<file path="src/rtl/tdm_highway_map.vh">
/*
  Register offsets, field positions and reset values for the TDM highway serial port.
  Assumes a byte-addressed register port with one aligned 32-bit word per register.
*/
// Summary of operation
// - Two 32-bit transmit holding registers feed one shifter
// - Per-byte bit order selectable, MSB or LSB first
// - Frame slots split evenly between buffers A and B
// - One holding location, steered to the free buffer
// - Transmit switch picks four channels per buffer
// - Transmit line released outside selected transmit slots
// - Each of eight channels has its own enable
// - Independent receive switch fills receive holding A/B
// - Word-ready event per buffer, also means transmit-free
// - Bit clock driven by divider or tracked from pin
// - Frame sync driven with width/polarity, or tracked
// - Separate receive and transmit bit offsets after sync
// - Channel counters compared to switch, byte moved on match
// - DMA buffer 16 B to 16 KB, separate start addresses
// - Loopback: receive written after transmit read, same word
// - Address advances per acknowledge; wrap or stop at end
// - Memory alternates buffer A and B words per sample
// - Byte lanes swapped between little and big endian
// - Events at half-buffer and end-of-buffer points
// - Independent DMA enables; otherwise CPU accesses holding register
// - Event per pointer increment; 12-bit pointer readable
// - Error event when software or DMA falls behind
// - Up to 64 slots per frame, even, eight bits each
`ifndef TDM_HIGHWAY_MAP_VH
`define TDM_HIGHWAY_MAP_VH

`define TH_CTRL      8'h00
`define TH_OFFS      8'h04
`define TH_TXSW_A    8'h08
`define TH_TXSW_B    8'h0c
`define TH_RXSW_A    8'h10
`define TH_RXSW_B    8'h14
`define TH_HOLD      8'h18
`define TH_BUFW      8'h1c
`define TH_TXSTART   8'h20
`define TH_RXSTART   8'h24
`define TH_STAT      8'h28
`define TH_PTR       8'h2c

`define TH_EN        0
`define TH_CLKMST    1
`define TH_FSMST     2
`define TH_LSBF      3
`define TH_FSPOL     4
`define TH_TXDMA     5
`define TH_RXDMA     6
`define TH_CIRC      7
`define TH_LOOP      8
`define TH_BIGEND    9
`define TH_FSW_LSB   10
`define TH_FSW_MSB   13
`define TH_DIV_LSB   14
`define TH_DIV_MSB   21
`define TH_HALF_LSB  22
`define TH_HALF_MSB  26

`define TH_EV_HALF   0
`define TH_EV_END    1
`define TH_EV_INC    2
`define TH_EV_INA    3
`define TH_EV_INB    4
`define TH_EV_ACT    5
`define TH_EV_ERR    6
`define TH_EV_W      7

`define TH_CTRL_RST  32'h00000000
`define TH_BUFW_RST  12'h003
`define TH_SYNC_RST  2'b00

`endif

</file>
<file path="src/rtl/tdm_highway_serial_port.v">
/*
  TDM highway serial port: register port, bit clock and frame sync generation or
  tracking, timeslot switches, ping-pong holding registers and DMA address generation.
  Assumes a single-request DMA controller that answers each request with one ack pulse.
*/
// The register offsets and the address-and-strobe port were left to the implementer.
`timescale 1ns/1ps
`include "tdm_highway_map.vh"

module tdm_highway_serial_port (
  input  wire        clk_sys_in,
  input  wire        reset_in,
  input  wire [7:0]  reg_addr_in,
  input  wire [31:0] reg_wdata_in,
  input  wire        reg_wr_in,
  input  wire        reg_rd_in,
  output reg  [31:0] reg_rdata_out,
  input  wire        highway_bit_clock_in,
  output reg         highway_bit_clock_out,
  output reg         highway_bit_clock_oe_out,
  input  wire        highway_frame_sync_in,
  output reg         highway_frame_sync_out,
  output reg         highway_frame_sync_oe_out,
  input  wire        serial_rx_line_in,
  output reg         serial_tx_line_out,
  output reg         serial_tx_line_oe_out,
  output reg         dma_tx_req_out,
  output reg  [31:0] dma_tx_addr_out,
  input  wire        dma_tx_ack_in,
  input  wire [31:0] dma_tx_data_in,
  output reg         dma_rx_req_out,
  output reg  [31:0] dma_rx_addr_out,
  output reg  [31:0] dma_rx_data_out,
  input  wire        dma_rx_ack_in
);

  function [2:0] sw_match;
    input [4:0]  ch;
    input [31:0] sw;
    integer      k;
    begin
      sw_match = 3'b000;
      for (k = 0; k < 4; k = k + 1)
        if (sw[8*k+7] && sw[8*k +: 5] == ch)
          sw_match = {1'b1, k[1:0]};
    end
  endfunction

  function [7:0] rev8;
    input [7:0] b;
    integer     k;
    begin
      rev8 = 8'h00;
      for (k = 0; k < 8; k = k + 1)
        rev8[k] = b[7-k];
    end
  endfunction

  // Memory bits 31:24 land in byte0 little-endian, byte3 big-endian
  function [31:0] lane_map;
    input [31:0] w;
    input        big;
    begin
      lane_map = big ? w : {w[7:0], w[15:8], w[23:16], w[31:24]};
    end
  endfunction

  function [9:0] wrap_pos;
    input [9:0] b;
    input [7:0] off;
    input [9:0] len;
    begin
      if (b >= {2'b00, off})
        wrap_pos = b - {2'b00, off};
      else
        wrap_pos = b + len - {2'b00, off};
    end
  endfunction

  // {end, half, next pointer}
  function [13:0] ptr_adv;
    input [11:0] p;
    input [11:0] last;
    input        circ;
    begin
      ptr_adv[13] = (p == last);
      ptr_adv[12] = (p == {1'b0, last[11:1]});
      if (p != last)
        ptr_adv[11:0] = p + 12'h001;
      else
        ptr_adv[11:0] = circ ? 12'h000 : p;
    end
  endfunction

  reg  [31:0] ctrl_r;
  reg  [31:0] offs_r;
  reg  [31:0] txsw_a_r;
  reg  [31:0] txsw_b_r;
  reg  [31:0] rxsw_a_r;
  reg  [31:0] rxsw_b_r;
  reg  [11:0] bufw_r;
  reg  [31:0] tx_start_r;
  reg  [31:0] rx_start_r;
  reg  [`TH_EV_W-1:0] stat_r;
  reg  [`TH_EV_W-1:0] ev_nxt;
  reg  [31:0] tx_hold_r [0:1];
  reg  [31:0] rx_hold_r [0:1];
  reg  [1:0]  tx_fresh_r;
  reg  [1:0]  rx_unread_r;
  reg         tx_cur_r;
  reg         rx_cur_r;
  reg  [7:0]  tx_sh_r;
  reg  [7:0]  rx_sh_r;
  reg  [9:0]  fbit_r;
  reg         fs_prev_r;
  reg  [7:0]  div_r;
  reg  [1:0]  bclk_sync_r;
  reg         bclk_d_r;
  reg  [1:0]  fs_sync_r;
  reg  [1:0]  rx_sync_r;
  reg         en_d_r;
  reg  [11:0] tx_ptr_r;
  reg  [11:0] rx_ptr_r;
  reg         tx_done_r;
  reg         rx_done_r;
  reg         rx_pend_r;
  reg  [31:0] rd_mux;
  reg  [13:0] tx_adv;
  reg  [13:0] rx_adv;

  wire        en       = ctrl_r[`TH_EN];
  wire        clk_mst  = ctrl_r[`TH_CLKMST];
  wire        fs_mst   = ctrl_r[`TH_FSMST];
  wire        lsbf     = ctrl_r[`TH_LSBF];
  wire        fs_pol   = ctrl_r[`TH_FSPOL];
  wire        loopb    = ctrl_r[`TH_LOOP];
  wire        big      = ctrl_r[`TH_BIGEND];
  wire [3:0]  fs_w     = ctrl_r[`TH_FSW_MSB:`TH_FSW_LSB];
  wire [7:0]  clk_div  = ctrl_r[`TH_DIV_MSB:`TH_DIV_LSB];
  wire [4:0]  half_m1  = ctrl_r[`TH_HALF_MSB:`TH_HALF_LSB];

  // frame is twice the half length, eight bits a slot
  wire [5:0]  half_slots = {1'b0, half_m1} + 6'h01;
  wire [9:0]  half_bits  = {1'b0, half_slots, 3'b000};
  wire [9:0]  frame_bits = {half_slots, 4'b0000};

  // master divides the system clock, slave follows the synced pin
  wire        mst_tick = en && clk_mst && (div_r == clk_div);
  wire        bit_rise = clk_mst ? (mst_tick && !highway_bit_clock_out)
                                 : (en && bclk_sync_r[1] && !bclk_d_r);
  wire        bit_fall = clk_mst ? (mst_tick && highway_bit_clock_out)
                                 : (en && !bclk_sync_r[1] && bclk_d_r);

  // external sync realigns the bit counter on its leading edge
  wire        fs_act   = fs_pol ? fs_sync_r[1] : !fs_sync_r[1];
  wire        fs_start = !fs_mst && fs_act && !fs_prev_r;
  wire [9:0]  cur_bit  = fs_start ? 10'h000 : fbit_r;
  wire [9:0]  nxt_bit  = (cur_bit == frame_bits - 10'h001) ? 10'h000 : cur_bit + 10'h001;

  // each direction subtracts its own offset from the frame position
  wire [9:0]  tx_pos   = wrap_pos(fbit_r, offs_r[7:0], frame_bits);
  // equal halves for A and B
  wire        tx_half  = (tx_pos >= half_bits);
  wire [9:0]  tx_in    = tx_half ? tx_pos - half_bits : tx_pos;
  wire [9:0]  rx_pos   = wrap_pos(cur_bit, offs_r[15:8], frame_bits);
  wire        rx_half  = (rx_pos >= half_bits);
  wire [9:0]  rx_in    = rx_half ? rx_pos - half_bits : rx_pos;

  // transmit switch match for the current slot
  // channel counter compared with switch entries
  wire [2:0]  tx_m     = sw_match(tx_in[7:3], tx_half ? txsw_b_r : txsw_a_r);
  wire [2:0]  rx_m     = sw_match(rx_in[7:3], rx_half ? rxsw_b_r : rxsw_a_r);

  // byte chosen from the holding register the shifter serves
  wire [31:0] tx_word  = tx_hold_r[tx_half];
  wire [7:0]  tx_raw   = tx_word[8*tx_m[1:0] +: 8];
  // bit order applied between holding and shift register
  wire [7:0]  tx_byte  = lsbf ? rev8(tx_raw) : tx_raw;
  wire [7:0]  rx_raw   = {rx_sh_r[6:0], rx_sync_r[1]};
  wire [7:0]  rx_byte  = lsbf ? rev8(rx_raw) : rx_raw;
  wire        rx_last  = bit_rise && (rx_in == half_bits - 10'h001);
  wire        tx_first = bit_fall && (tx_in == 10'h000);

  wire        hold_wr  = reg_wr_in && (reg_addr_in == `TH_HOLD);
  wire        hold_rd  = reg_rd_in && (reg_addr_in == `TH_HOLD);
  wire        tx_ack   = dma_tx_req_out && dma_tx_ack_in;
  wire        rx_ack   = dma_rx_req_out && dma_rx_ack_in;
  wire        en_rise  = en && !en_d_r;
  // in loopback the write waits until the same word was read
  wire        rx_gate  = !loopb || (rx_ptr_r != tx_ptr_r);
  wire [31:0] rx_base  = loopb ? tx_start_r : rx_start_r;

  always @*
  begin
    tx_adv = ptr_adv(tx_ptr_r, bufw_r, ctrl_r[`TH_CIRC]);
    rx_adv = ptr_adv(rx_ptr_r, bufw_r, ctrl_r[`TH_CIRC]);
    ev_nxt = {`TH_EV_W{1'b0}};
    ev_nxt[`TH_EV_INA] = en && rx_last && !rx_half;
    ev_nxt[`TH_EV_INB] = en && rx_last && rx_half;
    ev_nxt[`TH_EV_ACT] = !clk_mst && (bclk_sync_r[1] != bclk_d_r);
    // overrun on receive, underrun on transmit
    ev_nxt[`TH_EV_ERR] = (rx_last && rx_unread_r[rx_half])
                      || (tx_first && !tx_fresh_r[tx_half]
                          && ((tx_half ? txsw_b_r : txsw_a_r) != 32'h00000000));
    // half and end points of either pointer
    ev_nxt[`TH_EV_HALF] = (tx_ack && tx_adv[12]) || (rx_ack && rx_adv[12]);
    ev_nxt[`TH_EV_END]  = (tx_ack && tx_adv[13]) || (rx_ack && rx_adv[13]);
    ev_nxt[`TH_EV_INC]  = tx_ack || rx_ack;
    case (reg_addr_in)
      `TH_CTRL:    rd_mux = ctrl_r;
      `TH_OFFS:    rd_mux = offs_r;
      `TH_TXSW_A:  rd_mux = txsw_a_r;
      `TH_TXSW_B:  rd_mux = txsw_b_r;
      `TH_RXSW_A:  rd_mux = rxsw_a_r;
      `TH_RXSW_B:  rd_mux = rxsw_b_r;
      `TH_HOLD:    rd_mux = rx_hold_r[!rx_cur_r];
      `TH_BUFW:    rd_mux = {20'h00000, bufw_r};
      `TH_TXSTART: rd_mux = tx_start_r;
      `TH_RXSTART: rd_mux = rx_start_r;
      `TH_STAT:    rd_mux = {23'h000000, rx_done_r, tx_done_r, stat_r};
      `TH_PTR:     rd_mux = {4'h0, rx_ptr_r, 4'h0, tx_ptr_r};
      default:     rd_mux = 32'h00000000;
    endcase
  end

  // Register port; status bits clear on write-one, new events win
  always @(posedge clk_sys_in)
  begin
    if (reset_in)
    begin
      ctrl_r        <= `TH_CTRL_RST;
      offs_r        <= 32'h00000000;
      txsw_a_r      <= 32'h00000000;
      txsw_b_r      <= 32'h00000000;
      rxsw_a_r      <= 32'h00000000;
      rxsw_b_r      <= 32'h00000000;
      bufw_r        <= `TH_BUFW_RST;
      tx_start_r    <= 32'h00000000;
      rx_start_r    <= 32'h00000000;
      stat_r        <= {`TH_EV_W{1'b0}};
      reg_rdata_out <= 32'h00000000;
    end
    else
    begin
      // writes land at once; software must not change them while enabled
      if (reg_wr_in)
      begin
        case (reg_addr_in)
          `TH_CTRL:    ctrl_r     <= reg_wdata_in;
          `TH_OFFS:    offs_r     <= {16'h0000, reg_wdata_in[15:0]};
          `TH_TXSW_A:  txsw_a_r   <= reg_wdata_in & 32'h9f9f9f9f;
          `TH_TXSW_B:  txsw_b_r   <= reg_wdata_in & 32'h9f9f9f9f;
          `TH_RXSW_A:  rxsw_a_r   <= reg_wdata_in & 32'h9f9f9f9f;
          `TH_RXSW_B:  rxsw_b_r   <= reg_wdata_in & 32'h9f9f9f9f;
          // word count minus one, 16 B to 16 KB
          `TH_BUFW:    bufw_r     <= (reg_wdata_in[11:0] < 12'h003) ? 12'h003
                                                                    : reg_wdata_in[11:0];
          `TH_TXSTART: tx_start_r <= {reg_wdata_in[31:2], 2'b00};
          `TH_RXSTART: rx_start_r <= {reg_wdata_in[31:2], 2'b00};
          default:     ;
        endcase
      end
      if (reg_wr_in && reg_addr_in == `TH_STAT)
        stat_r <= (stat_r & ~reg_wdata_in[`TH_EV_W-1:0]) | ev_nxt;
      else
        stat_r <= stat_r | ev_nxt;
      reg_rdata_out <= reg_rd_in ? rd_mux : 32'h00000000;
    end
  end

  // Pin synchronisers; first stages feed only second stages
  always @(posedge clk_sys_in)
  begin
    if (reset_in)
    begin
      bclk_sync_r <= `TH_SYNC_RST;
      fs_sync_r   <= `TH_SYNC_RST;
      rx_sync_r   <= `TH_SYNC_RST;
      bclk_d_r    <= 1'b0;
      en_d_r      <= 1'b0;
    end
    else
    begin
      bclk_sync_r <= {bclk_sync_r[0], highway_bit_clock_in};
      fs_sync_r   <= {fs_sync_r[0], highway_frame_sync_in};
      rx_sync_r   <= {rx_sync_r[0], serial_rx_line_in};
      bclk_d_r    <= bclk_sync_r[1];
      en_d_r      <= en;
    end
  end

  // Bit clock, frame sync and serial shifting
  always @(posedge clk_sys_in)
  begin
    if (reset_in || !en)
    begin
      div_r                     <= 8'h00;
      highway_bit_clock_out     <= 1'b0;
      highway_bit_clock_oe_out  <= 1'b0;
      highway_frame_sync_out    <= 1'b0;
      highway_frame_sync_oe_out <= 1'b0;
      serial_tx_line_out        <= 1'b0;
      serial_tx_line_oe_out     <= 1'b0;
      fbit_r                    <= 10'h000;
      fs_prev_r                 <= 1'b0;
      tx_sh_r                   <= 8'h00;
      rx_sh_r                   <= 8'h00;
      tx_cur_r                  <= 1'b0;
      rx_cur_r                  <= 1'b0;
    end
    else
    begin
      div_r                     <= mst_tick ? 8'h00 : div_r + 8'h01;
      highway_bit_clock_oe_out  <= clk_mst;
      highway_frame_sync_oe_out <= fs_mst;
      if (mst_tick)
        highway_bit_clock_out <= !highway_bit_clock_out;
      if (bit_rise)
      begin
        fbit_r    <= nxt_bit;
        fs_prev_r <= fs_act;
        // driven sync active for the programmed bit count
        highway_frame_sync_out <= fs_pol ^ ({6'h00, fs_w} <= nxt_bit);
        rx_sh_r   <= rx_raw;
        rx_cur_r  <= rx_last ? !rx_half : rx_half;
      end
      if (bit_fall)
      begin
        tx_cur_r <= tx_half;
        // line released outside selected, enabled slots
        serial_tx_line_oe_out <= tx_m[2];
        if (tx_in[2:0] == 3'b000)
        begin
          serial_tx_line_out <= tx_byte[7];
          tx_sh_r            <= {tx_byte[6:0], 1'b0};
        end
        else
        begin
          serial_tx_line_out <= tx_sh_r[7];
          tx_sh_r            <= {tx_sh_r[6:0], 1'b0};
        end
      end
    end
  end

  // Holding registers and DMA address generation
  always @(posedge clk_sys_in)
  begin
    if (reset_in)
    begin
      tx_hold_r[0]    <= 32'h00000000;
      tx_hold_r[1]    <= 32'h00000000;
      rx_hold_r[0]    <= 32'h00000000;
      rx_hold_r[1]    <= 32'h00000000;
      tx_fresh_r      <= 2'b00;
      rx_unread_r     <= 2'b00;
      tx_ptr_r        <= 12'h000;
      rx_ptr_r        <= 12'h000;
      tx_done_r       <= 1'b0;
      rx_done_r       <= 1'b0;
      rx_pend_r       <= 1'b0;
      dma_tx_req_out  <= 1'b0;
      dma_rx_req_out  <= 1'b0;
      dma_tx_addr_out <= 32'h00000000;
      dma_rx_addr_out <= 32'h00000000;
      dma_rx_data_out <= 32'h00000000;
    end
    else
    begin
      // address is start plus four times the word pointer
      dma_tx_addr_out <= tx_start_r + {18'h00000, tx_ptr_r, 2'b00};
      dma_rx_addr_out <= rx_base + {18'h00000, rx_ptr_r, 2'b00};
      // A write in the same cycle as the half start wins over the clear
      if (tx_first)
        tx_fresh_r[tx_half] <= 1'b0;
      // every write goes to the buffer the shifter is not using
      if (tx_ack)
      begin
        // lane order from the endian bit
        tx_hold_r[!tx_cur_r]  <= lane_map(dma_tx_data_in, big);
        tx_fresh_r[!tx_cur_r] <= 1'b1;
      end
      else if (hold_wr)
      begin
        tx_hold_r[!tx_cur_r]  <= reg_wdata_in;
        tx_fresh_r[!tx_cur_r] <= 1'b1;
      end
      // matched byte stored in its field
      if (en && bit_rise && rx_in[2:0] == 3'b111 && rx_m[2])
        rx_hold_r[rx_half][8*rx_m[1:0] +: 8] <= rx_byte;
      // unread flag; a new word wins over a clearing read
      if (hold_rd)
        rx_unread_r[!rx_cur_r] <= 1'b0;
      if (rx_ack)
        rx_unread_r[!rx_cur_r] <= 1'b0;
      if (en && rx_last)
        rx_unread_r[rx_half] <= 1'b1;
      // pointers restart when the port is enabled
      if (en_rise)
      begin
        tx_ptr_r       <= 12'h000;
        rx_ptr_r       <= 12'h000;
        tx_done_r      <= 1'b0;
        rx_done_r      <= 1'b0;
        rx_pend_r      <= 1'b0;
        dma_tx_req_out <= 1'b0;
        dma_rx_req_out <= 1'b0;
      end
      else
      begin
        // advance on acknowledge; circular wraps, one-time stops
        // A and B words alternate because requests follow the halves
        if (tx_ack)
        begin
          tx_ptr_r       <= tx_adv[11:0];
          tx_done_r      <= tx_adv[13] && !ctrl_r[`TH_CIRC];
          dma_tx_req_out <= 1'b0;
        end
        // per-direction DMA enable; otherwise the CPU serves it
        else if (en && rx_last && ctrl_r[`TH_TXDMA] && !tx_done_r)
          dma_tx_req_out <= 1'b1;
        if (rx_ack)
        begin
          rx_ptr_r  <= rx_adv[11:0];
          rx_done_r <= rx_adv[13] && !ctrl_r[`TH_CIRC];
          rx_pend_r <= 1'b0;
        end
        else if (en && rx_last && ctrl_r[`TH_RXDMA] && !rx_done_r)
        begin
          rx_pend_r       <= 1'b1;
          dma_rx_data_out <= lane_map(rx_hold_r[rx_half], big);
        end
        dma_rx_req_out <= rx_pend_r && rx_gate && !rx_ack;
      end
    end
  end

endmodule

</file>
<file path="config.mk">
export PLATFORM = sky130hd
export DESIGN_NAME = tdm_highway_serial_port
export DESIGN_NICKNAME = d
export VERILOG_FILES = /design/src/rtl/tdm_highway_serial_port.v
export VERILOG_INCLUDE_DIRS = /design/src /design/src/rtl
export SDC_FILE = /design/constraint.sdc
export NUM_CORES = 2
export LEC_CHECK = 0
export BUFFER_PORTS_ARGS = -buffer_cell sky130_fd_sc_hd__buf_4
export CAP_MARGIN = 10
export CORE_MARGIN = 1
export CORE_UTILIZATION = 25
export CTS_CLUSTER_DIAMETER = 80
export DETAILED_ROUTE_END_ITERATION = 12
export SLEW_MARGIN = 30
export SYNTH_ARGS = -nofsm -noshare
export SYNTH_HDL_FRONTEND = slang
export SYNTH_SLANG_ARGS = --single-unit
</file>
<file path="constraint.sdc">
create_clock -name clk_sys_in -period 7.8 [get_ports clk_sys_in]
set_input_delay 0.78 -clock clk_sys_in [delete_from_list [all_inputs] [get_ports clk_sys_in]]
set_output_delay 0.78 -clock clk_sys_in [all_outputs]
set_load 0.02 [all_outputs]
</file>
==> impl_metrics.yaml <==
outcome:
  status: "completed"
global_routing:
  grtUsageTotal_pct: 20.6
  grt_antenna_before_repair: 15
  grt_max_degree: 126
  grt_pass1_wl_um: 190000
  grt-ovfl-total: 0
  first_global_vias: 26800
timing:
  drv_slew: 0
  clock_skew_ps: 41.8
  relSlewSlack_pct: 31.6
  timing.final.crit_share_pct: 93.8
  timing.fmax_ghz: 0.137
  rsz0062_at_grt: "no"
  fin_crit_ps: 7310
  worst_slew_pin_slew_ps: 1030
  finalSetupTns_ps: 0
  hold_viol: 0
  setup_viol: 0
power_and_ir_drop:
  seqPwrFrac_pct: 44.5
  finalPower_mw: 6.74
  switching_share_pct: 24.6
  powerDensity_nw_per_um2: 185
  p_comb_share_pct: 4.9
  power.switching_mw: 1.65
  power_leakage_nw: 13.3
  p_int_mw: 5.08
  ir_drop_v: 0.000134
  pwr-share-clk_pct: 50.6
logic_synthesis:
  yosysMostFrequentCell: "nand2_1"
  ys.flop_type: "dfxtp_1"
  yosysUniqueCellTypes: 98
  synth_top_area_share_pct: 27.9
  ys_top_cells_by_area: "dfxtp_1 (28%), edfxtp_1 (13%), nand2_1 (7.6%), a21oi_1 (5.4%), mux2i_1 (5.0%)"
  ys_ff_latch: 557
  syn_area_um2: 30700
  postSynth.asyncResetShare_pct: 0
  yosys-top-cells-count: "nand2_1 (621), dfxtp_1 (429), a21oi_1 (334)"
  syn_area_per_cell_um2: 8.47
  synthCells: 3629
  synth.largest_area_cell: "dfxtp_1"
  synth_edf_count: 128
  synth_warnings: 0
  synth-seq-area-share_pct: 40.4
drt:
  ant_nets: 0
  drt-wirelength-per-cell_um: 24.6
  drcViolationCount: 0
  dr.pass1.iters: 9
  vias_per_cell: 5.26
  dr.first_iter.drc_count: 3083
  num_vias: 28300
  routed_wl_um: 132000
clock_tree:
  holdBufCountCts: 0
  htreeDepth: 3
  cts_made_buffers: 71
  cts-root-buf: "clkbuf_16"
  clockBufferDepth: 3
  clk_latency_ps: 640
  cts.sinks: 557
  clk_pin_slew_worst_paths_ps: 60
  cts_tree: "done"
placement:
  place_hpwl_um: 99300
  dp_cells: 5258
  portBuffers: 212
  gp_congestion: 0.974
final_layout:
  drive_gt1_share_pct: 13.4
  multi_input_area_um2: 16900
  num-nets-final: 3886
  seqCellArea_um2: 12400
  utilization_pct: 29.8
  fin_cells: 5392
  fillers: 12900
  syn_to_final_growth_pct: 18.2
die:
  ios: 217
  die_y_um: 353
  start_util_pct: 25.2
  fp.dieW_um: 353
  die-area_um2: 124000
  rows: 128
  coreArea_um2: 122000
setup_path:
  cp_max_fo: 10
  crit_type: "flop to flop"
  critPathRequiredTime_ps: 8280
  start_kind: "flop"
  crit_arrival_ps: 7800
  cp-end-kind: "flop"
worst_hold_path:
  hp-class: "primary input to flop"
job:
  maxCapViolations: 0
==> cells by family (layout without fill, tap and decap cells) <==
group,count (synthesis),count (layout),synth area share (%)
other,1,7,0.0122
buffers and inverters,374,506,4.82
XOR/XNOR,259,259,7.54
AO/OA/AOI/OAI,806,806,16.2
flip-flops,557,557,40.4
adder cells (fa/ha/maj),98,98,4.45
AND/OR/NAND/NOR,1343,1343,19.5
multiplexers,191,191,6.97
==> power by group through the flow <==
stage          combinational (mW)  clock [mW]  sequential [mW]
2_1_floorplan               0.173           0             3.05
3_3_place_gp                0.323           0             3.06
3_5_place_dp                0.324           0             3.06
4_1_cts                     0.325        3.46             3.00
5_1_grt                     0.346        3.57             3.00
6_report                    0.329        3.41             3.00
==> cell type report <==
| cell class | count | area share [%] |
|---|---|---|
| clock inverters | 32 | 1.05 |
| inverters | 95 | 0.996 |
| flip-flops and latches | 557 | 34.3 |
| well taps | 1625 | 5.60 |
| repair buffers | 281 | 5.89 |
| multi-input cells | 2701 | 46.5 |
| clock buffers | 98 | 5.64 |
| diodes | 3 | 0.0207 |
==> cells in the final DEF (no fill, tap or decap), drive strengths merged, types with 13 or more instances in the layout <==
| cell | instances |
|---|---|
| a31oi | 44 |
| mux2i | 153 |
| a21oi | 336 |
| or3 | 18 |
| a22oi | 48 |
| dfxtp | 429 |
| edfxtp | 128 |
| fa | 19 |
| nand4 | 36 |
| mux4 | 16 |
| o21ai | 162 |
| nor2 | 323 |
| ha | 79 |
| nand3 | 81 |
| buf | 281 |
| clkinv | 19 |
| mux2 | 22 |
| o21a | 14 |
| a222oi | 17 |
| nand2 | 622 |
| a21boi | 13 |
| a211oi | 21 |
| clkbuf | 98 |
| nand2b | 20 |
| a21o | 28 |
| nor3 | 59 |
| and2 | 22 |
| nor2b | 32 |
| nor3b | 15 |
| xnor2 | 122 |
| and3 | 34 |
| xor2 | 136 |
| inv | 103 |
| nor4 | 37 |
| a221oi | 34 |
| or2 | 14 |
==> per-layer routing <==
metal  vias up  global-route usage (%)  routed length [um]
li1      12800                       -                   -
met4        16                    9.59                6820
met5         -                       0                 150
met2      1414                    32.3               58000
met3       327                    4.91               12300
met1     13700                    26.7               55100
==> registers in the layout, indices dropped and copies added (netlist names), 16 cells and up <==
name / flops
dma_tx_addr_out: 30
dma_rx_data_out: 32
txsw_a_r: 24
reg_rdata_out: 32
ctrl_r: 32
tx_hold_r: 64
offs_r: 16
rxsw_a_r: 24
txsw_b_r: 24
dma_rx_addr_out: 30
tx_start_r: 30
rx_start_r: 30
rx_hold_r: 64
rxsw_b_r: 24
==> per-stage QoR <==
stage               hold slack [ps]  setup WS [ps]  area, um^2
floorplan                       414           1360       30700
global placement                430            571       33800
detailed placement              448            381       33800
CTS                             301            379       36300
global route                    333           4.49       36300
finish                          342            486       36300
==> worst max-delay path, stage by stage, from the launching register on <==
cell and delay (ps):
dfxtp_1 390, xnor2_2 340, nand2_2 260, nand2_1 240, inv_1 60, ha_1 440
inv_1 140, o211a_1 300, o31ai_4 320, a31oi_1 210, nand2_2 250, mux2i_1 390
inv_1 230, ha_1 370, a21boi_0 160, o21ai_0 210, a21boi_0 170, or2_2 390
nor3_4 450, inv_2 120, o41ai_1 440, buf_4 190, a21oi_2 80, ha_1 400
and2_1 210, nand4_2 240, nor2_1 180
==> timing repair <==
action / CTS / global route
setup buffers: 0 / 1
gates resized for setup: 0 / 4
setup endpoints to repair: 0 / 104
==> path summary, 6_finish.rpt <==
kind / startpoint / to / slack (ps) / cells after the start
max: ctrl_r[4] / rx_hold_r[1][13] / 490 / 26
min: highway_bit_clock_in / bclk_sync_r[0] / 340 / 2
max reg2reg: ctrl_r[4] / rx_hold_r[1][13] / 490 / 26
min reg2reg: ctrl_r[31] / ctrl_r[31] / 450 / 2
Note: power is estimated with default switching activity, not from simulation.
